===== src/design/pss_defines.svh =====
// Constants for the panel supply sequencer and fault supervisor.
// Notes on behaviour
// - Regulator on enable, bias after regulator good.
// - Step-down starts once bias within window.
// - Bias out of window drops all but regulator and bias, reruns.
// - Step-down good starts first delay, negative pump.
// - Secondary enable ignored until step-down good.
// - Secondary enable: inrush switch first, then step-up.
// - Step-up good runs second delay, positive pump.
// - Modulator needs slice enable and positive pump good.
// - Frequency select picks rate; pumps at half.
// - No start-up while input below lockout.
// - Primary enable low stops everything, regulator too.
// - Secondary low stops step-up, positive pump, modulator.
// - Hot or brown-out: all off but regulator.
// - Ramps past 2V arm their blocks' fault checks.
// - Persistent armed fault sets latch, all off.
// - Latch clears when regulator collapses; auto restart.
// - Fault thresholds per rail, negative pump differs.
// - Modulator fault: two missed pull-ups in row.
// - Amplifier thermal shutdown only with primary enable.
// - Slice enable low: mux off, output grounded.
`ifndef PSS_DEFINES_SVH
`define PSS_DEFINES_SVH

// Reference clock rate in hertz.
`define PSS_REF_CLK_HZ 100000000
// Low and high switching rates in hertz.
`define PSS_FOSC_LO_HZ 650000
`define PSS_FOSC_HI_HZ 1300000
// Reference clock cycles per switching period, rounded down.
`define PSS_OSC_DIV_LO (`PSS_REF_CLK_HZ / `PSS_FOSC_LO_HZ)
`define PSS_OSC_DIV_HI (`PSS_REF_CLK_HZ / `PSS_FOSC_HI_HZ)
// Width of the switching divider counter.
`define PSS_OSC_CNT_W 8

// Fault persistence interval in microseconds.
`define PSS_FAULT_US 63
// Persistence interval in switching periods, rounded up.
`define PSS_FAULT_OSC_LO ((`PSS_FAULT_US * `PSS_FOSC_LO_HZ + 999999) / 1000000)
`define PSS_FAULT_OSC_HI ((`PSS_FAULT_US * `PSS_FOSC_HI_HZ + 999999) / 1000000)
// Width of each persistence counter.
`define PSS_FAULT_CNT_W 7

// Consecutive missed pull-ups that count as a modulator fault.
`define PSS_GPM_MISS_LIMIT 2

// Number of sense inputs and of fault-checked blocks.
`define PSS_SENSE_W 24
`define PSS_NUM_BLOCKS 6
// Block positions in the fault and arm vectors.
`define PSS_BLK_BUCK 0
`define PSS_BLK_NEG 1
`define PSS_BLK_BOOST 2
`define PSS_BLK_SWITCH 3
`define PSS_BLK_POS 4
`define PSS_BLK_GPM 5

`endif


===== src/design/pss_pkg.sv =====
// Types shared by the panel supply sequencer files.
`include "pss_defines.svh"

package pss_pkg;

  // Sequencer states.
  typedef enum logic [2:0] {
    st_off,
    st_reg_start,
    st_bias_charge,
    st_run,
    st_thermal_hold,
    st_fault
  } pss_state_t;

  // Synchronised digital indications from pins and analog comparators.
  typedef struct packed {
    logic primary_enable;
    logic secondary_enable;
    logic slice_enable_input;
    logic frequency_select;
    logic vin_above_lower_uvlo;
    logic vin_above_upper_uvlo;
    logic temp_over_trip;
    logic temp_below_release;
    logic regulator_above_uvlo;
    logic bias_in_window;
    logic buck_above_90;
    logic buck_ramp_above_2v;
    logic delay1_ramp_at_threshold;
    logic delay1_cap_absent;
    logic delay1_ramp_above_2v;
    logic neg_feedback_high;
    logic switch_fault;
    logic boost_above_90;
    logic boost_ramp_above_2v;
    logic delay2_ramp_at_threshold;
    logic delay2_cap_absent;
    logic delay2_ramp_above_2v;
    logic pos_above_90;
    logic gate_high_reached;
  } pss_sense_t;

  // Enables sent to the analog blocks.
  typedef struct packed {
    logic regulator_en;
    logic bias_en;
    logic buck_en;
    logic delay1_ramp_en;
    logic neg_pump_en;
    logic switch_en;
    logic boost_en;
    logic delay2_ramp_en;
    logic pos_pump_en;
    logic gpm_en;
    logic slice_mux_en;
    logic gate_high_ground;
    logic amp_shutdown;
  } pss_enables_t;

  // Persistence timer state.
  typedef struct packed {
    logic [`PSS_FAULT_CNT_W-1:0] cnt;
    logic expired;
  } pss_timer_state_t;

  // Complete state of the sequencer.
  typedef struct packed {
    logic [`PSS_SENSE_W-1:0] s1;
    logic [`PSS_SENSE_W-1:0] s2;
    logic [`PSS_SENSE_W-1:0] s3;
    logic [`PSS_SENSE_W-1:0] stable;
    pss_state_t state;
    logic [`PSS_OSC_CNT_W-1:0] osc_cnt;
    logic osc_tick;
    logic pump_phase;
    logic pump_tick;
    logic [1:0] gpm_miss;
    logic buck_reached;
    logic neg_started;
    logic switch_on;
    logic pos_started;
    logic thermal_latch;
    logic fault_latch;
    pss_enables_t en;
  } pss_main_state_t;

endpackage


===== src/design/pss_fault_timer.sv =====
// Fault persistence timer for one supervised block.
`timescale 1ns/10ps
`include "pss_defines.svh"

module pss_fault_timer
  import pss_pkg::*;
(
  input wire logic ref_clk,
  input wire logic reset_n,
  input wire logic osc_tick,
  input wire logic armed,
  input wire logic fault,
  input wire logic [`PSS_FAULT_CNT_W-1:0] limit,
  output logic expired
);

  // Present and next timer state.
  pss_timer_state_t cur_reg;
  pss_timer_state_t cur_next;

  // Count switching periods while an armed fault stays present.
  always_comb begin
    cur_next = cur_reg;
    if (!(armed && fault)) begin
      // A fault that goes away early forgets its history.
      cur_next.cnt = '0;
      cur_next.expired = 1'b0;
    end else if (osc_tick && (cur_reg.cnt < limit)) begin
      // Counting whole oscillator periods keeps the interval rate-scaled.
      cur_next.cnt = cur_reg.cnt + 7'h01;
    end
    // Expiry is held while the fault stays, so the latch always sees it.
    cur_next.expired = armed && fault && (cur_next.cnt >= limit);
  end

  // State register.
  always_ff @(posedge ref_clk or negedge reset_n) begin
    if (!reset_n) begin
      cur_reg <= '0;
    end else begin
      cur_reg <= cur_next;
    end
  end

  // Expiry output comes straight from the register.
  assign expired = cur_reg.expired;

  property p_restart_on_clear;
    @(posedge ref_clk) disable iff (!reset_n)
      !(armed && fault) |=> (cur_reg.cnt == 7'h00) && !expired;
  endproperty
  a_restart_on_clear: assert property (p_restart_on_clear)
    else $error("Persistence count did not restart after fault cleared.");

  property p_expire_at_limit;
    @(posedge ref_clk) disable iff (!reset_n)
      $rose(expired) |-> (cur_reg.cnt == limit) && $past(armed && fault);
  endproperty
  a_expire_at_limit: assert property (p_expire_at_limit)
    else $error("Timer expired away from its persistence limit.");

endmodule


===== src/design/pss_sequencer.sv =====
// Start-up sequencer and fault supervisor for a multi-rail panel supply.
`timescale 1ns/10ps
`include "pss_defines.svh"

module pss_sequencer
  import pss_pkg::*;
(
  input wire logic ref_clk,
  input wire logic reset_n,
  input pss_sense_t sense,
  output pss_enables_t enables,
  output logic fault_latch,
  output logic osc_tick,
  output logic pump_tick
);

  // Present and next value of the whole state.
  pss_main_state_t cur_reg;
  pss_main_state_t cur_next;
  // Filtered view of the sense inputs.
  pss_sense_t sv;
  // Fault and arm indications, one bit per supervised block.
  logic [`PSS_NUM_BLOCKS-1:0] blk_fault;
  logic [`PSS_NUM_BLOCKS-1:0] blk_armed;
  logic [`PSS_NUM_BLOCKS-1:0] blk_expired;
  // Persistence interval for the selected rate.
  logic [`PSS_FAULT_CNT_W-1:0] fault_limit;
  // Last divider count of the selected switching period.
  logic [`PSS_OSC_CNT_W-1:0] div_last;
  // Modulator short-circuit indication.
  logic gpm_fault;
  // Any block has been faulty for the whole persistence interval.
  logic any_expired;
  // The next state keeps the rails of the running sequence.
  logic in_run;

  assign sv = pss_sense_t'(cur_reg.stable);

  // Rate selection shared by the divider and the persistence timers.
  assign div_last = sv.frequency_select ? 8'(`PSS_OSC_DIV_HI - 1) : 8'(`PSS_OSC_DIV_LO - 1);
  assign fault_limit = sv.frequency_select ? 7'(`PSS_FAULT_OSC_HI) : 7'(`PSS_FAULT_OSC_LO);

  // A modulator fault is two consecutive missed pull-ups.
  assign gpm_fault = (cur_reg.gpm_miss == 2'(`PSS_GPM_MISS_LIMIT));

  // Per-block fault thresholds from the comparators.
  assign blk_fault[`PSS_BLK_BUCK] = !sv.buck_above_90;
  assign blk_fault[`PSS_BLK_NEG] = sv.neg_feedback_high;
  assign blk_fault[`PSS_BLK_BOOST] = !sv.boost_above_90;
  assign blk_fault[`PSS_BLK_SWITCH] = sv.switch_fault;
  assign blk_fault[`PSS_BLK_POS] = !sv.pos_above_90;
  assign blk_fault[`PSS_BLK_GPM] = gpm_fault;

  // Each ramp past 2V arms only the blocks it belongs to.
  assign blk_armed[`PSS_BLK_BUCK] = cur_reg.en.buck_en && sv.buck_ramp_above_2v;
  assign blk_armed[`PSS_BLK_NEG] = cur_reg.en.neg_pump_en && sv.delay1_ramp_above_2v;
  assign blk_armed[`PSS_BLK_BOOST] = cur_reg.en.boost_en && sv.boost_ramp_above_2v;
  assign blk_armed[`PSS_BLK_SWITCH] = cur_reg.en.switch_en && sv.boost_ramp_above_2v;
  assign blk_armed[`PSS_BLK_POS] = cur_reg.en.pos_pump_en && sv.delay2_ramp_above_2v;
  assign blk_armed[`PSS_BLK_GPM] = cur_reg.en.gpm_en && sv.delay2_ramp_above_2v;

  // One persistence timer per supervised block.
  genvar gi;
  generate
    for (gi = 0; gi < `PSS_NUM_BLOCKS; gi++) begin : g_timer
      pss_fault_timer u_timer (
        .ref_clk(ref_clk),
        .reset_n(reset_n),
        .osc_tick(cur_reg.osc_tick),
        .armed(blk_armed[gi]),
        .fault(blk_fault[gi]),
        .limit(fault_limit),
        .expired(blk_expired[gi])
      );
    end
  endgenerate

  assign any_expired = |blk_expired;

  // Next-state logic for synchronisers, divider, sequence and enables.
  always_comb begin
    cur_next = cur_reg;
    in_run = 1'b0;

    // Three-stage synchroniser; a bit is taken once stages two and three agree.
    cur_next.s1 = sense;
    cur_next.s2 = cur_reg.s1;
    cur_next.s3 = cur_reg.s2;
    for (int i = 0; i < `PSS_SENSE_W; i++) begin
      if (cur_reg.s2[i] == cur_reg.s3[i]) begin
        cur_next.stable[i] = cur_reg.s3[i];
      end
    end

    // Switching divider; pumps get every second period.
    cur_next.osc_tick = 1'b0;
    cur_next.pump_tick = 1'b0;
    if (cur_reg.osc_cnt >= div_last) begin
      cur_next.osc_cnt = '0;
      cur_next.osc_tick = 1'b1;
      cur_next.pump_phase = !cur_reg.pump_phase;
      cur_next.pump_tick = cur_reg.pump_phase;
    end else begin
      cur_next.osc_cnt = cur_reg.osc_cnt + 8'h01;
    end

    // Missed pull-up counter, sampled once per switching period.
    if (!cur_reg.en.gpm_en) begin
      cur_next.gpm_miss = 2'h0;
    end else if (cur_reg.osc_tick) begin
      if (sv.gate_high_reached) begin
        cur_next.gpm_miss = 2'h0;
      end else if (!gpm_fault) begin
        cur_next.gpm_miss = cur_reg.gpm_miss + 2'h1;
      end
    end

    // Main sequence; the overrides below take priority over these steps.
    unique case (cur_reg.state)
      st_off: begin
        // Nothing starts while the input sits below lockout.
        if (sv.primary_enable && sv.vin_above_upper_uvlo) begin
          cur_next.state = st_reg_start;
        end
      end
      st_reg_start: begin
        // Bias waits for the regulator to clear its undervoltage level.
        if (sv.regulator_above_uvlo) begin
          cur_next.state = st_bias_charge;
        end
      end
      st_bias_charge: begin
        // Step-down starts only with the bias inside its window.
        if (sv.bias_in_window) begin
          cur_next.state = st_run;
        end
      end
      st_run: begin
        // Bias leaving its window drops every rail but regulator and bias, and reruns from step-down.
        if (!sv.bias_in_window) begin
          cur_next.state = st_bias_charge;
        end
      end
      st_thermal_hold: begin
        // Both causes must be gone before bias is enabled again.
        if (sv.temp_below_release && sv.vin_above_upper_uvlo) begin
          cur_next.state = st_bias_charge;
        end
      end
      st_fault: begin
        // Latch clears only once the regulator output has collapsed.
        if (!sv.regulator_above_uvlo) begin
          cur_next.state = st_reg_start;
        end
      end
    endcase

    // Over-temperature or brown-out keeps only the regulator.
    if ((cur_reg.state inside {st_reg_start, st_bias_charge, st_run}) &&
        (sv.temp_over_trip || !sv.vin_above_lower_uvlo)) begin
      cur_next.state = st_thermal_hold;
    end
    // A persistent armed fault shuts everything, regulator included.
    if ((cur_reg.state == st_run) && any_expired) begin
      cur_next.state = st_fault;
    end
    // Primary enable low wins over everything else.
    if (!sv.primary_enable) begin
      cur_next.state = st_off;
    end

    cur_next.fault_latch = (cur_next.state == st_fault);
    in_run = (cur_next.state == st_run);

    // Progress flags of the running sequence; all forgotten outside it.
    if (!in_run) begin
      cur_next.buck_reached = 1'b0;
      cur_next.neg_started = 1'b0;
      cur_next.switch_on = 1'b0;
      cur_next.pos_started = 1'b0;
    end else begin
      if (sv.buck_above_90) begin
        cur_next.buck_reached = 1'b1;
      end
      // Missing delay capacitor means the pump follows step-down at once.
      if (cur_reg.buck_reached && (sv.delay1_ramp_at_threshold || sv.delay1_cap_absent)) begin
        cur_next.neg_started = 1'b1;
      end
      // Secondary enable counts only after step-down is good.
      if (cur_reg.buck_reached && sv.secondary_enable) begin
        cur_next.switch_on = 1'b1;
      end
      // Positive pump restarts from scratch after secondary enable drops.
      if (!sv.secondary_enable) begin
        cur_next.pos_started = 1'b0;
      end else if (cur_reg.en.boost_en && sv.boost_above_90 &&
                   (sv.delay2_ramp_at_threshold || sv.delay2_cap_absent)) begin
        cur_next.pos_started = 1'b1;
      end
    end

    // Amplifier thermal flag tracks temperature with hysteresis.
    if (sv.temp_over_trip) begin
      cur_next.thermal_latch = 1'b1;
    end else if (sv.temp_below_release) begin
      cur_next.thermal_latch = 1'b0;
    end

    // Enables, registered so every output leaves a flip-flop.
    cur_next.en.regulator_en = cur_next.state inside
                               {st_reg_start, st_bias_charge, st_run, st_thermal_hold};
    cur_next.en.bias_en = cur_next.state inside {st_bias_charge, st_run};
    cur_next.en.buck_en = in_run;
    cur_next.en.delay1_ramp_en = in_run && cur_next.buck_reached;
    cur_next.en.neg_pump_en = in_run && cur_next.neg_started;
    cur_next.en.switch_en = in_run && cur_next.switch_on;
    // Step-up trails the switch by one cycle, so the switch is always first.
    cur_next.en.boost_en = in_run && sv.secondary_enable && cur_reg.switch_on;
    cur_next.en.delay2_ramp_en = cur_next.en.boost_en && sv.boost_above_90;
    cur_next.en.pos_pump_en = in_run && sv.secondary_enable && cur_next.pos_started;
    cur_next.en.gpm_en = cur_next.en.pos_pump_en && sv.slice_enable_input &&
                         sv.pos_above_90;
    cur_next.en.slice_mux_en = sv.slice_enable_input;
    cur_next.en.gate_high_ground = !sv.slice_enable_input;
    // Without primary enable the amplifiers never shut down for heat.
    cur_next.en.amp_shutdown = sv.primary_enable && cur_next.thermal_latch;
  end

  // State register; reset clears every field, so all outputs start low.
  always_ff @(posedge ref_clk or negedge reset_n) begin
    if (!reset_n) begin
      cur_reg <= '0;
    end else begin
      cur_reg <= cur_next;
    end
  end

  // Outputs straight from the state register.
  assign enables = cur_reg.en;
  assign fault_latch = cur_reg.fault_latch;
  assign osc_tick = cur_reg.osc_tick;
  assign pump_tick = cur_reg.pump_tick;

  property p_bias_after_regulator;
    @(posedge ref_clk) disable iff (!reset_n)
      $rose(enables.bias_en) && $past(cur_reg.state == st_reg_start) |->
        $past(sv.regulator_above_uvlo) && enables.regulator_en;
  endproperty
  a_bias_after_regulator: assert property (p_bias_after_regulator)
    else $error("Bias enabled before regulator was good.");

  property p_buck_needs_bias;
    @(posedge ref_clk) disable iff (!reset_n)
      $rose(enables.buck_en) |-> $past(sv.bias_in_window) && enables.bias_en;
  endproperty
  a_buck_needs_bias: assert property (p_buck_needs_bias)
    else $error("Step-down started with bias outside its window.");

  property p_bias_loss_drops;
    @(posedge ref_clk) disable iff (!reset_n)
      (cur_reg.state == st_run) && !sv.bias_in_window |=>
        !enables.buck_en && !enables.boost_en && !enables.neg_pump_en;
  endproperty
  a_bias_loss_drops: assert property (p_bias_loss_drops)
    else $error("Rails stayed on after bias left its window.");

  property p_switch_waits_buck;
    @(posedge ref_clk) disable iff (!reset_n)
      $rose(enables.switch_en) |-> $past(cur_reg.buck_reached && sv.secondary_enable);
  endproperty
  a_switch_waits_buck: assert property (p_switch_waits_buck)
    else $error("Inrush switch closed before step-down was good.");

  property p_primary_off;
    @(posedge ref_clk) disable iff (!reset_n)
      !sv.primary_enable |=> !enables.regulator_en && !enables.buck_en && !enables.switch_en;
  endproperty
  a_primary_off: assert property (p_primary_off)
    else $error("Functions stayed on after primary enable dropped.");

  property p_secondary_off;
    @(posedge ref_clk) disable iff (!reset_n)
      sv.primary_enable && !sv.secondary_enable |=>
        !enables.boost_en && !enables.pos_pump_en && !enables.gpm_en;
  endproperty
  a_secondary_off: assert property (p_secondary_off)
    else $error("Step-up side stayed on after secondary enable dropped.");

  property p_gpm_gate;
    @(posedge ref_clk) disable iff (!reset_n)
      enables.gpm_en |-> $past(sv.slice_enable_input && sv.pos_above_90);
  endproperty
  a_gpm_gate: assert property (p_gpm_gate)
    else $error("Modulator enabled without slice enable and good pump.");

  property p_fault_shutdown;
    @(posedge ref_clk) disable iff (!reset_n)
      (cur_reg.state == st_run) && any_expired && sv.primary_enable |=>
        fault_latch && !enables.regulator_en ##1 fault_latch;
  endproperty
  a_fault_shutdown: assert property (p_fault_shutdown)
    else $error("Persistent fault did not latch and shut down.");

  property p_pump_half_rate;
    @(posedge ref_clk) disable iff (!reset_n)
      pump_tick |-> osc_tick ##1 (!pump_tick)[*8];
  endproperty
  a_pump_half_rate: assert property (p_pump_half_rate)
    else $error("Pump tick not aligned to switching period.");

  property p_slice_ground;
    @(posedge ref_clk) disable iff (!reset_n)
      !sv.slice_enable_input |=> enables.gate_high_ground && !enables.slice_mux_en;
  endproperty
  a_slice_ground: assert property (p_slice_ground)
    else $error("Slice output not grounded with slice enable low.");

endmodule


===== config.mk =====
export PLATFORM = sky130hd
export DESIGN_NAME = pss_sequencer
export DESIGN_NICKNAME = d
export VERILOG_FILES = /design/src/design/pss_pkg.sv /design/src/design/pss_fault_timer.sv /design/src/design/pss_sequencer.sv
export VERILOG_INCLUDE_DIRS = /design/src /design/src/design
export SDC_FILE = /design/constraint.sdc
export NUM_CORES = 1
export LEC_CHECK = 0
export BUFFER_PORTS_ARGS = -buffer_cell sky130_fd_sc_hd__buf_2
export CORE_ASPECT_RATIO = 1.5
export CORE_MARGIN = 3
export CORE_UTILIZATION = 25
export CTS_CLUSTER_SIZE = 16
export DETAILED_ROUTE_END_ITERATION = 8
export GPL_TIMING_DRIVEN = 0
export PLACE_DENSITY = 0.39
export SLEW_MARGIN = 5
export SYNTH_ARGS = -nofsm -noshare
export SYNTH_HDL_FRONTEND = slang
export SYNTH_SLANG_ARGS = --single-unit

===== constraint.sdc =====
create_clock -name ref_clk -period 5 [get_ports ref_clk]
set_input_delay 1.5 -clock ref_clk [delete_from_list [all_inputs] [get_ports ref_clk]]
set_output_delay 1.5 -clock ref_clk [all_outputs]
set_load 0.01 [all_outputs]

### Word-level counts from Yosys, hierarchy flattened

Cells that the tools add are included.

* add/subtract/negate cells: 8
* magnitude comparators: 13
* eq/ne operators: 37
* mux-type cells: 38
* reductions and logical operators: 57

Operators by type and width (count)
* 7-bit 2-to-1 mux: 13
* 7-bit by 1-bit adder with 7-bit output (second input constant): 6
* 7-bit >= comparator: 6
* 1-bit logical AND: 42
* 7-bit < comparator: 6
* 3-bit 2-to-1 mux: 10
* 1-bit == test: 24
* 3-bit one-hot mux with 6 select lines: 1
* 8-bit 2-to-1 mux: 2
* 3-bit by 2-bit == test with 1-bit output (second input constant): 4
* 3-bit == test (second input constant): 4
* 8-bit by 1-bit adder with 8-bit output (second input constant): 1
* 8-bit >= comparator: 1
* 2-bit 2-to-1 mux: 4
* 1-bit 2-to-1 mux: 7
* 3-bit by 1-bit == test with 1-bit output (second input constant): 2
* 1-bit zero test: 6
* 6-bit OR reduction: 1
* 4-bit 2-to-1 mux: 1
* 4-bit nonzero test: 1
* 3-bit zero test: 1
* 1-bit logical OR: 3
* 3-bit != test (second input constant): 1
* 3-bit nonzero test: 1
* other kinds (5): 5

* bits in registers: 179
* bits of input ports: 26
* output and inout port bits: 16
* logic and storage cells: 217

### Depth between registers and ports, before layout

Gate-level depths: netlist of the first run.

* depth after elaboration: 11
* mapped depth: 13
* mapped depth without buffers: 13

### By module

From an unflattened synthesis of the first run, not the netlist that was laid out.

* cells, all modules: 756
* area, all modules: 8768.4 µm²

Modules (own cells, without submodules)
* pss_sequencer: instances 1, cells each 297, area an instance 4450.5 µm², seq. area each 3203.1 µm²
* pss_fault_timer (g_timer[1].u_timer ...): instances 3, cells each 76, area an instance 700.7 µm², seq. area each 200.2 µm²
* pss_fault_timer (g_timer[0].u_timer ...): instances 2, cells each 75, area an instance 738.2 µm², seq. area each 200.2 µm²
* pss_fault_timer (g_timer[4].u_timer): instances 1, cells each 81, area an instance 739.5 µm², seq. area each 200.2 µm²

### Least setup slack after synthesis of the first run

Ideal clock, no wire load.

* path kind: reg-to-reg
* start point: register cur_reg, in the netlist sv[20]
* end point: register g_timer[3].u_timer.cur_reg, in the netlist g_timer[3].u_timer.expired
* library setup time: 0.134 ns
* arrival time: 4.327 ns
* data required time: 4.866 ns
* setup slack: 0.539 ns
* stages on the path, launching flop included: 14
* buffers on the path: 1
* clock period less this slack: 4.461 ns
* cells stage by stage: dfrtp_1 inv_1 ha_1 a21oi_1 o2111ai_1 or2_1 clkbuf_1 or4_1 a21oi_1 ha_1 a21oi_1 o21ai_0 a211oi_1 a211oi_1

RTL lines
* start: declaration: RTL line pss_sequencer.sv:18 `pss_main_state_t cur_reg;`
* start signal: assignment: RTL line pss_sequencer.sv:234 `cur_reg <= cur_next;`
* end signal: assignment: RTL line pss_fault_timer.sv:41 `cur_reg <= cur_next;`
* end: declaration: RTL line pss_fault_timer.sv:18 `pss_timer_state_t cur_reg;`

==> results of run 1 <==
per-stage QoR:
| step | setup slack (ns) | hold WS, ns | utilization |
|---|---|---|---|
| 2_1_floorplan | 0.539 | 0.331 | - |
| 3_3_place_gp | -1.66 | 0.333 | 0.276 |
| 3_5_place_dp | 0.524 | 0.335 | 0.279 |
| 4_1_cts | 0.522 | 0.350 | 0.299 |
| 5_1_grt | 0.332 | 0.354 | 0.299 |
| 6_report | 0.658 | 0.346 | 0.299 |
worst paths after layout:
kind | end | slack, ns | depth (start not counted)
setup reg to reg | g_timer[3].u_timer.expired | 0.66 | 15
max in group asynchronous | cur_next[100] | 3.03 | 2
hold / removal | cur_next[68] | 0.35 | 0
setup / recovery | g_timer[3].u_timer.expired | 0.66 | 15
min in group asynchronous | sv[0] | 1.02 | 1
hold reg to reg | cur_next[68] | 0.35 | 0
worst max-delay path, cell delays in order, from the launching register on:
cell                        delay, ns
sky130_fd_sc_hd__dfrtp_2         0.60
sky130_fd_sc_hd__buf_16          0.25
sky130_fd_sc_hd__inv_2           0.26
sky130_fd_sc_hd__buf_12          0.27
sky130_fd_sc_hd__ha_1            0.28
sky130_fd_sc_hd__a21oi_1         0.15
sky130_fd_sc_hd__o2111ai_1       0.19
sky130_fd_sc_hd__or2_1           0.26
sky130_fd_sc_hd__clkbuf_1        0.18
sky130_fd_sc_hd__or4_1           0.53
sky130_fd_sc_hd__a21oi_1         0.21
sky130_fd_sc_hd__ha_1            0.29
sky130_fd_sc_hd__a21oi_1         0.14
sky130_fd_sc_hd__o21ai_0         0.17
sky130_fd_sc_hd__a211oi_1        0.26
sky130_fd_sc_hd__a211oi_1        0.12
per-layer routing:
metal	vias to the layer above	share of wire	routed length, um
met5	-	0	0
met4	0	0.022	356
met3	22	0.019	317
met2	44	0.52	8510
met1	2515	0.44	7240
li1	2606	-	-
cell families after synthesis:
kind of cell | Yosys count | synth area share
simple gates | 204 | 0.131
buf+inv | 46 | 0.0295
flops | 176 | 0.546
fa+ha+maj | 103 | 0.152
compound gates | 132 | 0.104
xor+xnor | 29 | 0.0315
mux | 5 | 0.00636
layout make-up:
cell class | instances | area [um2] | share of cell area
well taps | 410 | 513 | 0.0539
multi-input cells | 473 | 3430 | 0.361
inverters | 22 | 82.6 | 0.00868
flip-flops and latches | 176 | 4410 | 0.463
clock buffers | 24 | 482 | 0.0507
plain buffers | 24 | 155 | 0.0163
clock inverters | 8 | 153 | 0.0161
repair buffers | 44 | 290 | 0.0305
placed cells by master, fill, tap and decap left out, types with 7 or more instances in the layout:
master and count:
sky130_fd_sc_hd__o21ai_0 32, sky130_fd_sc_hd__a21oi_1 50, sky130_fd_sc_hd__nor2_1 46, sky130_fd_sc_hd__buf_4 14
sky130_fd_sc_hd__buf_2 44, sky130_fd_sc_hd__nand4_1 9, sky130_fd_sc_hd__nor3b_1 7, sky130_fd_sc_hd__nor3_1 19
sky130_fd_sc_hd__a211oi_1 12, sky130_fd_sc_hd__inv_1 21, sky130_fd_sc_hd__dfrtp_1 175, sky130_fd_sc_hd__nand3_1 18
sky130_fd_sc_hd__nand2b_1 10, sky130_fd_sc_hd__a21o_1 7, sky130_fd_sc_hd__clkbuf_16 17, sky130_fd_sc_hd__maj3_1 24
sky130_fd_sc_hd__xnor2_1 25, sky130_fd_sc_hd__clkbuf_1 8, sky130_fd_sc_hd__or2_2 7, sky130_fd_sc_hd__nand2_1 42
sky130_fd_sc_hd__or3_1 13, sky130_fd_sc_hd__ha_1 79
where the power goes:
group | leakage, nW | switching, mW | internal [mW]
registers | 2.21 | 0.0820 | 1.52
logic | 1.61 | 0.311 | 0.244
clock network | 0.301 | 0.561 | 0.878
==> impl_summary.txt, run 1 <==
----------------------------------------------------
[Run status]
  Status ... finished clean

[Routing]
  Post-route ant nets ... 0
  Detailed Route Iter0 Violations ... 149
  Routed wire per std cell ... 13.9 um
  Number of iterations in the first detailed-routing pass ... 4
  Detailed-route DRC error count ... 0
  Total length of routed wires ... 16.4 mm
  Count of vias placed by the detailed router ... 5187
  Vias per inst ... 4.39

[Flow run]
  MaxCap Viol Count ... 0

[Synth]
  Netlist Area Pre-Place ... 8070 um2
  Area share of the largest cell type after synthesis ... 0.546
  Mapped Cells ... 695
  Sequential-to-total area share from yosys stat ... 0.546
  Syn Area/Cell ... 11.6 um2
  Synth cell types ... 54
  Synth warnings ... 0
  Net count after synthesis ... 800
  Yosys top cell by area ... sky130_fd_sc_hd__dfrtp_1
  EDFF count, synth ... 0
  Primary FF master, synth ... sky130_fd_sc_hd__dfrtp_1
  Cell types with the highest counts after synthesis ... sky130_fd_sc_hd__dfrtp_1, sky130_fd_sc_hd__ha_1, sky130_fd_sc_hd__a21oi_1
  Share of async-settable or async-resettable flops after synthesis ... 1.00
  Library cell with the highest instance count after synthesis ... sky130_fd_sc_hd__dfrtp_1
  Main area contributors after synthesis ... sky130_fd_sc_hd__dfrtp_1, sky130_fd_sc_hd__ha_1, sky130_fd_sc_hd__a21oi_1, sky130_fd_sc_hd__maj3_1, sky130_fd_sc_hd__xnor2_1
  Count of state elements after synthesis ... 176

[Floorplanning]
  Floorplan die area ... 34500 um2
  Initial core utilization ... 0.254
  I/O pin count ... 42
  Row cnt ... 80
  Vertical extent of the die ... 226 um
  Horizontal die dimension ... 153 um
  Std-Cell Core Area ... 31800 um2

[Clock network]
  Total of cells resized after clock tree synthesis ... 0
  Hold buffers post-CTS ... 0
  Clock tree from TritonCTS ... done
  Maximum buffer depth of the clock tree ... 2
  Clock transition at path regs ... 0.06 ns
  Post-CTS setup buffers ... 0
  H-tree Lvls ... 4
  Clock tree root driver cell ... sky130_fd_sc_hd__clkbuf_16
  Clock latency on the worst-skew pair ... 0.44 ns
  Sink Count ... 176
  Number of CTS-inserted buffers ... 17

[Cells and area]
  Fill cell instance count of the final layout ... 3296
  Final standard cell count with taps included and fillers excluded ... 1181
  Non-Filler Cell Area, Final ... 9510 um2
  Post-layout net count ... 863
  Flip-flop count of the largest register, all copies and words added ... 48
  Antenna Cells ... 0
  Layout cell share with drive strength beyond 1 ... 0.137
  Signed area change from the synthesized netlist to the final layout ... 17.8%

[GRT]
  Number of antenna violations at the first check in global routing ... 0
  First-pass GRT wire length ... 27.9 mm
  Total GRT Usage ... 0.102
  Vias in the first global route ... 5453
  Overflow after GRT ... 0
  Routing usage on met2 ... 0.180
  Pin count of the biggest net entering global routing ... 105
  GR met1 Demand/Resource ... 0.119
  Most congested layer reported by global routing ... met2
  Global routing usage on met3 ... 0.0215

[Setup path]
  Worst Path Arrival ... 4.64 ns
  Critical path fanouts, max ... 33
  Data required time at the worst endpoint ... 5.30 ns
  Type of the worst setup path ... flip-flop to flip-flop
  CP Capture Type ... flip-flop
  Reg-to-reg startpoint ... sv[20]
  Kind of start point of the critical path ... flip-flop
  Source of the critical timing path ... sv[20]

[STA]
  Actual slew at the worst max-slew pin ... 0.660 ns
  Tmin final ... 4.34 ns
  Max-slew violation total from the final report ... 0
  Number of failing hold endpoints at the final stage ... 0
  RSZ-0062 raised after global routing ... false
  Final sum of negative setup slack ... 0 ns
  Slew margin rel. ... 0.556
  Fraction of the cycle the final worst path needs ... 0.868
  Post-Route Skew ... 0.00969 ns
  F_max ... 0.230 GHz
  Setup-failing EPs final ... 0

[Placement]
  DP Wirelength ... 11.4 mm
  Weighted congestion reported at the end of routability-driven placement ... 0.731
  Number of placed cells counting well taps ... 1149
  IO Port Bufs ... 41
  Placement Cell Area ... 8880 um2

[Pwr]
  Total power of the final layout ... 3.60 mW
  VDD IR max ... 263 uV
  Pwr Density ... 379 nW/um2
  Pleak ... 4.12 nW

[Hold path]
  Hold Path Class ... flip-flop to flip-flop
  Worst hold start ... cur_next[92]

----------------------------------------------------
Power figures use the tool's default switching activity.
==> inputs of run 2 (changes only) <==
==> constraint.sdc (replaced) <==
create_clock -name ref_clk -period 5 [get_ports ref_clk]
set_input_delay 0.25 -clock ref_clk [delete_from_list [all_inputs] [get_ports ref_clk]]
set_output_delay 0.25 -clock ref_clk [all_outputs]
set_load 0.01 [all_outputs]
==> run 2 against run 1 <==
Net effect:
- non-clock buffer count up 25
- clock skew about the same
- highest routed layer unchanged
- hold slack about the same
==> impl_summary.txt, run 2 (synthesized netlist as in run 1, its figures left out) <==
----------------------------------------------------
[Run status]
  Status ... finished clean

[Pwr]
  Sequential share of power ... 0.444 (-0.002)
  Sw frac ... 0.264 (-0.000636)
  Reported net switching power ... 0.956 mW (+0.15%)
  Pwr Density ... 370 nW/um2 (-2.2%)
  Relative contribution of combinational cells to total power ... 0.158 (+0.004)
  VDD IR max ... 264 uV (+0.41%)
  Relative contribution of the clock network to total power ... 0.398 (-0.002)
  Cell Int Power ... 2.66 mW (+0.48%)
  Pleak ... 4.22 nW (+2.5%)

[Floorplanning]
  Row cnt ... 80 (unchanged)
  Initial core utilization ... 0.254 (unchanged)
  Horizontal die dimension ... 153 um (unchanged)
  Std-Cell Core Area ... 31800 um2 (unchanged)
  Vertical extent of the die ... 226 um (unchanged)
  I/O pin count ... 42 (unchanged)
  Floorplan die area ... 34500 um2 (unchanged)

[Clock network]
  Post-CTS setup buffers ... 0 (unchanged)
  Maximum buffer depth of the clock tree ... 2 (unchanged)
  H-tree Lvls ... 4 (unchanged)
  Number of CTS-inserted buffers ... 17 (unchanged)
  Sink Count ... 176 (unchanged)
  Clock tree from TritonCTS ... done
  Hold buffers post-CTS ... 25 (+25)
  Total of cells resized after clock tree synthesis ... 0 (unchanged)
  Clock transition at path regs ... 0.06 ns (about the same)
  Clock tree root driver cell ... sky130_fd_sc_hd__clkbuf_16
  Clock latency on the worst-skew pair ... 0.44 ns (about the same)

[Routing]
  Routed wire per std cell ... 13.8 um (-1.1%)
  Post-route ant nets ... 0 (unchanged)
  Detailed Route Iter0 Violations ... 136 (-8.7%)
  Count of vias placed by the detailed router ... 5273 (+1.7%)
  Detailed-route DRC error count ... 0 (unchanged)
  Vias per inst ... 4.37 (-0.45%)
  Total length of routed wires ... 16.6 mm (+1.0%)
  Number of iterations in the first detailed-routing pass ... 4 (unchanged)

[Cells and area]
  Post-layout net count ... 888 (+2.9%)
  Top library cells by usage in the layout, fill and taps aside ... sky130_fd_sc_hd__dfrtp_1, sky130_fd_sc_hd__ha_1, sky130_fd_sc_hd__a21oi_1
  Flip-flop count of the largest register, all copies and words added ... 48 (unchanged)
  Most common library cell in the layout ignoring fill and taps ... sky130_fd_sc_hd__dfrtp_1
  Signed area change from the synthesized netlist to the final layout ... 20.9%
  Layout cell share with drive strength beyond 1 ... 0.133 (-0.00432)
  Antenna Cells ... 0 (unchanged)
  Final standard cell count with taps included and fillers excluded ... 1206 (+2.1%)
  Non-Filler Cell Area, Final ... 9760 um2 (+2.6%)

[Setup path]
  Worst Path Arrival ... 4.64 ns (about the same)
  Destination of the worst register-to-register timing path ... g_timer[3].u_timer.expired
  Type of the worst setup path ... flip-flop to flip-flop
  Slowest cell on the critical path ... sky130_fd_sc_hd__dfrtp_2
  Data required time at the worst endpoint ... 5.30 ns (about the same)
  CP Capture Type ... flip-flop
  Last element of the critical path ... g_timer[3].u_timer.expired
  Critical path fanouts, max ... 33 (unchanged)
  Cells along the critical path ... buf_16 > inv_2 > buf_12 > ha_1 > a21oi_1 > o2111ai_1 > or2_1 > clkbuf_1 > or4_1 > a21oi_1 > ha_1 > a21oi_1 > o21ai_0 > a211oi_1 > a211oi_1
  Kind of start point of the critical path ... flip-flop
  Cell seen most often among critical-path stages ... sky130_fd_sc_hd__a21oi_1
  Slack of the worst reg-to-reg path ... 0.66 ns (about the same)
  Reg-to-reg startpoint ... sv[20]
  Source of the critical timing path ... sv[20]
  R2R cell count ... 15 (unchanged)
  Max incr delay on CP ... 0.60 ns (about the same)

[GRT]
  Total GRT Usage ... 0.103 (+0.00113)
  Pin count of the biggest net entering global routing ... 105 (unchanged)
  Vias in the first global route ... 5550 (+1.8%)
  Number of antenna violations at the first check in global routing ... 0 (unchanged)
  Overflow after GRT ... 0 (unchanged)
  First-pass GRT wire length ... 28.3 mm (+1.4%)

[Placement]
  DP Wirelength ... 11.4 mm (unchanged)
  Placement Cell Area ... 8880 um2 (unchanged)
  IO Port Bufs ... 41 (unchanged)
  Weighted congestion reported at the end of routability-driven placement ... 0.731 (unchanged)
  Number of placed cells counting well taps ... 1149 (unchanged)
  Worst Setup Slack post-DPL ... 0.524 ns (unchanged)

[STA]
  Number of failing hold endpoints at the final stage ... 0 (unchanged)
  RSZ-0062 raised after global routing ... false
  Slew margin rel. ... 0.553 (-0.00263)
  Fraction of the cycle the final worst path needs ... 0.869 (about the same)
  Tmin final ... 4.34 ns (+0.00128 ns)
  Post-Route Skew ... 0.00969 ns (+0.00000433 ns)
  Worst hold slack ... 0.346 ns (-0.00000500 ns)
  F_max ... 0.230 GHz (about the same)
  Max-slew violation total from the final report ... 0 (unchanged)
  Setup-failing EPs final ... 0 (unchanged)
  Actual slew at the worst max-slew pin ... 0.664 ns (+0.00390 ns)
  Post-layout worst setup margin ... 0.657 ns (-0.00128 ns)

[Hold path]
  Hold Path Class ... flip-flop to flip-flop
  Worst hold start ... cur_next[92]

[Flow run]
  MaxCap Viol Count ... 0 (unchanged)

----------------------------------------------------
run 2: cell types whose count changed in the layout (fill, tap and decap cells not counted), sizes merged:
cell         change
dlygate4sd3     +25
run 2: worst max-delay path: cells and delay by family (launching register included):
| kind | cells | cell delay [ns] |
|---|---|---|
| buffers and inverters | 4 | 0.96 |
| adders and majority gates | 2 | 0.57 |
| and+or+nand+nor | 2 | 0.78 |
| AOI/OAI and AO/OA | 7 | 1.24 |
| DFF | 1 | 0.60 |
run 2: how the worst min path moves through the flow:
stage | end | slack, ns | depth (start not counted)
6_report | cur_next[68] | 0.35 | 0
5_1_grt | cur_next[76] | 0.35 | 0
4_1_cts | cur_next[79] | 0.35 | 0
3_5_place_dp | cur_reg[59] | 0.28 | 1
3_3_place_gp | cur_next[79] | 0.33 | 0
2_1_floorplan | cur_next[100] | -0.05 | 0
run 2: metrics by stage:
step	power (mW)	utilization	setup TNS, ns
2_1_floorplan	2.01	-	0
3_3_place_gp	2.19	0.276	-17.05
3_5_place_dp	2.20	0.279	0
4_1_cts	3.69	0.307	0
5_1_grt	3.83	0.307	0
6_report	3.62	0.307	0
run 2: power by group through the flow:
stage	sequential, mW	combinational, mW	clock, mW
after floorplan	1.61	0.396	0
after global placement	1.64	0.546	0
after detailed placement	1.63	0.567	0
after CTS	1.61	0.585	1.49
after global routing	1.62	0.649	1.55
final	1.61	0.570	1.44
run 2: final cells by class:
| class | count | area [um2] |
|---|---|---|
| sequential | 176 | 4410 |
| timing repair buffer | 69 | 541 |
| clock buffer | 24 | 482 |
| buffer | 24 | 155 |
| inverter | 22 | 82.6 |
| tap | 410 | 513 |
| multi-input combinational | 473 | 3430 |
| fill | 3270 | 22100 |
| clock inverter | 8 | 153 |
run 2: metal layers:
layer / up-vias / part of all wire / GRT usage
met5: - / 0 / 0
met4: 0 / 0.021 / 0.0449
met3: 20 / 0.018 / 0.0215
met2: 44 / 0.52 / 0.182
met1: 2556 / 0.44 / 0.120
li1: 2653 / - / -
==> inputs of run 3 (changes only) <==
Settings changed: RECOVER_POWER set to 50.
==> run 3 against run 2 <==
Net effect:
- first-iteration DRC count up 10%
- count of clock-buffer cells in the layout is the same
- combinational power is essentially flat
==> impl_summary.txt, run 3 (synthesized netlist as in run 1, its figures left out) <==
----------------------------------------------------
[Cells and area]
  Fill cell instance count of the final layout ... 3274 (+0.12%)
  Flip-flop count of the largest register, all copies and words added ... 48 (unchanged)
  Antenna Cells ... 0 (unchanged)
  Top library cells by usage in the layout, fill and taps aside ... sky130_fd_sc_hd__dfrtp_1, sky130_fd_sc_hd__ha_1, sky130_fd_sc_hd__a21oi_1
  Final standard cell count with taps included and fillers excluded ... 1206 (unchanged)
  Most common library cell in the layout ignoring fill and taps ... sky130_fd_sc_hd__dfrtp_1
  Layout cell share with drive strength beyond 1 ... 0.116 (-0.0176)
  Signed area change from the synthesized netlist to the final layout ... 20.7%
  Post-layout net count ... 888 (unchanged)

[Placement]
  DP Wirelength ... 11.4 mm (unchanged)
  Number of placed cells counting well taps ... 1149 (unchanged)
  Weighted congestion reported at the end of routability-driven placement ... 0.731 (unchanged)
  IO Port Bufs ... 41 (unchanged)

[Pwr]
  Pleak ... 4.17 nW (-1.2%)
  Relative contribution of the clock network to total power ... 0.398 (about the same)
  Reported net switching power ... 0.957 mW (+0.13%)
  Cell Int Power ... 2.66 mW (-0.16%)
  Sequential share of power ... 0.445 (about the same)
  Sw frac ... 0.265 (+0.000560)
  VDD IR max ... 263 uV (about the same)
  Relative contribution of combinational cells to total power ... 0.157 (about the same)
  Pwr Density ... 371 nW/um2 (about the same)

[Clock network]
  Clock transition at path regs ... 0.06 ns (about the same)
  Clock tree root driver cell ... sky130_fd_sc_hd__clkbuf_16
  Number of CTS-inserted buffers ... 17 (unchanged)
  Clock latency on the worst-skew pair ... 0.44 ns (about the same)
  Post-CTS setup buffers ... 0 (unchanged)
  Sink Count ... 176 (unchanged)
  H-tree Lvls ... 4 (unchanged)
  Clock tree from TritonCTS ... done
  Maximum buffer depth of the clock tree ... 2 (unchanged)

[Floorplanning]
  Initial core utilization ... 0.254 (unchanged)
  Vertical extent of the die ... 226 um (unchanged)
  Row cnt ... 80 (unchanged)
  Horizontal die dimension ... 153 um (unchanged)
  I/O pin count ... 42 (unchanged)
  Floorplan die area ... 34500 um2 (unchanged)
  Std-Cell Core Area ... 31800 um2 (unchanged)

[STA]
  Actual slew at the worst max-slew pin ... 0.664 ns (unchanged)
  Slew margin rel. ... 0.553 (unchanged)
  Number of failing hold endpoints at the final stage ... 0 (unchanged)
  Worst hold slack ... 0.346 ns (-0.00000100 ns)
  F_max ... 0.230 GHz (about the same)
  Tmin final ... 4.34 ns (-0.000308 ns)
  Fraction of the cycle the final worst path needs ... 0.869 (about the same)
  Max-slew violation total from the final report ... 0 (unchanged)
  Post-Route Skew ... 0.00975 ns (+0.0000535 ns)
  Final sum of negative setup slack ... 0 ns (unchanged)
  RSZ-0062 raised after global routing ... false
  Setup-failing EPs final ... 0 (unchanged)

[Setup path]
  Max incr delay on CP ... 0.60 ns (about the same)
  Worst Path Arrival ... 4.64 ns (about the same)
  Critical path fanouts, max ... 33 (unchanged)
  CP Capture Type ... flip-flop
  Delay-heaviest family, CP ... compound AO/OA/AOI/OAI gates
  Slack of the worst reg-to-reg path ... 0.66 ns (about the same)
  Cell seen most often among critical-path stages ... sky130_fd_sc_hd__a21oi_1
  Count of buffer and inverter cells on the critical path ... 4 (unchanged)
  Type of the worst setup path ... flip-flop to flip-flop
  Data required time at the worst endpoint ... 5.30 ns (about the same)
  Slowest cell on the critical path ... sky130_fd_sc_hd__dfrtp_2
  Cells along the critical path ... buf_16 > inv_2 > buf_12 > ha_1 > a21oi_1 > o2111ai_1 > or2_1 > clkbuf_1 > or4_1 > a21oi_1 > ha_1 > a21oi_1 > o21ai_0 > a211oi_1 > a211oi_1
  Kind of start point of the critical path ... flip-flop

[GRT]
  Vias in the first global route ... 5550 (unchanged)
  Overflow after GRT ... 0 (unchanged)
  First-pass GRT wire length ... 28.3 mm (unchanged)
  Pin count of the biggest net entering global routing ... 105 (unchanged)
  Total GRT Usage ... 0.103 (unchanged)
  Number of antenna violations at the first check in global routing ... 0 (unchanged)

[Hold path]
  Hold Path Class ... flip-flop to flip-flop

[Flow run]
  MaxCap Viol Count ... 0 (unchanged)

[Routing]
  Vias per inst ... 4.37 (about the same)
  Detailed Route Iter0 Violations ... 150 (+10%)
  Count of vias placed by the detailed router ... 5271 (-0.038%)
  Routed wire per std cell ... 13.8 um (about the same)
  Number of iterations in the first detailed-routing pass ... 4 (unchanged)
  Total length of routed wires ... 16.6 mm (about the same)
  Post-route ant nets ... 0 (unchanged)
  Detailed-route DRC error count ... 0 (unchanged)

[Run status]
  Status ... finished clean

----------------------------------------------------
==> run 3: cell types whose count changed in the layout (fill, tap and decap cells not counted) <==
cell | before | now
sky130_fd_sc_hd__buf_2 | 44 | 30
sky130_fd_sc_hd__clkbuf_1 | 8 | 22
sky130_fd_sc_hd__and2_1 | 6 | 5
sky130_fd_sc_hd__and2_0 | 0 | 1
==> run 3: area by class of cell <==
class                      instances  area (um2)  area share
timing repair buffer              69         524      0.0538
multi-input combinational        473        3430       0.352
clock inverter                     8         153      0.0157
clock buffer                      24         482      0.0494
buffer                            24         154      0.0158
tap                              410         513      0.0527
inverter                          22        82.6     0.00848
sequential                       176        4410       0.452
==> run 3: routing by layer <==
metal  global-route usage  up-vias  share of wire
li1                     -     2654              -
met1                0.120     2553           0.44
met2                0.182       44           0.52
met3               0.0215       20          0.018
met4               0.0449        0          0.021
met5                    0        -              0
==> run 3: per-stage QoR <==
stage	setup WS, ns	cell area (um2)	utilization	total power, mW
final	0.657	9740	0.306	3.61
after global routing	0.332	9740	0.306	3.82
after CTS	0.522	9760	0.307	3.69
after detailed placement	0.524	8880	0.279	2.20
after global placement	-1.66	8790	0.276	2.19
after floorplan	0.539	8070	-	2.01
==> run 3: path summary, 6_finish.rpt <==
kind / from / endpoint / cells after the start
max in group asynchronous: reset_n / cur_next[100] / 3
worst max-delay path: sv[20] / g_timer[3].u_timer.expired / 15
worst min-delay path: cur_next[92] / cur_next[68] / 0
min in group asynchronous: reset_n / sv[0] / 2
worst min register to register: cur_next[92] / cur_next[68] / 0
worst max register to register: sv[20] / g_timer[3].u_timer.expired / 15
==> run 3: timing repair <==
item / in CTS / in global routing
gates resized for setup: 0 / 0
hold endpoints to repair: 96 / 0
hold buffers: 25 / 0
==> run 3: power groups by stage <==
stage          logic, mW  registers (mW)  clock network, mW
2_1_floorplan      0.396            1.61                  0
3_3_place_gp       0.546            1.64                  0
3_5_place_dp       0.567            1.63                  0
4_1_cts            0.585            1.61               1.49
5_1_grt            0.645            1.62               1.55
6_report           0.567            1.61               1.44
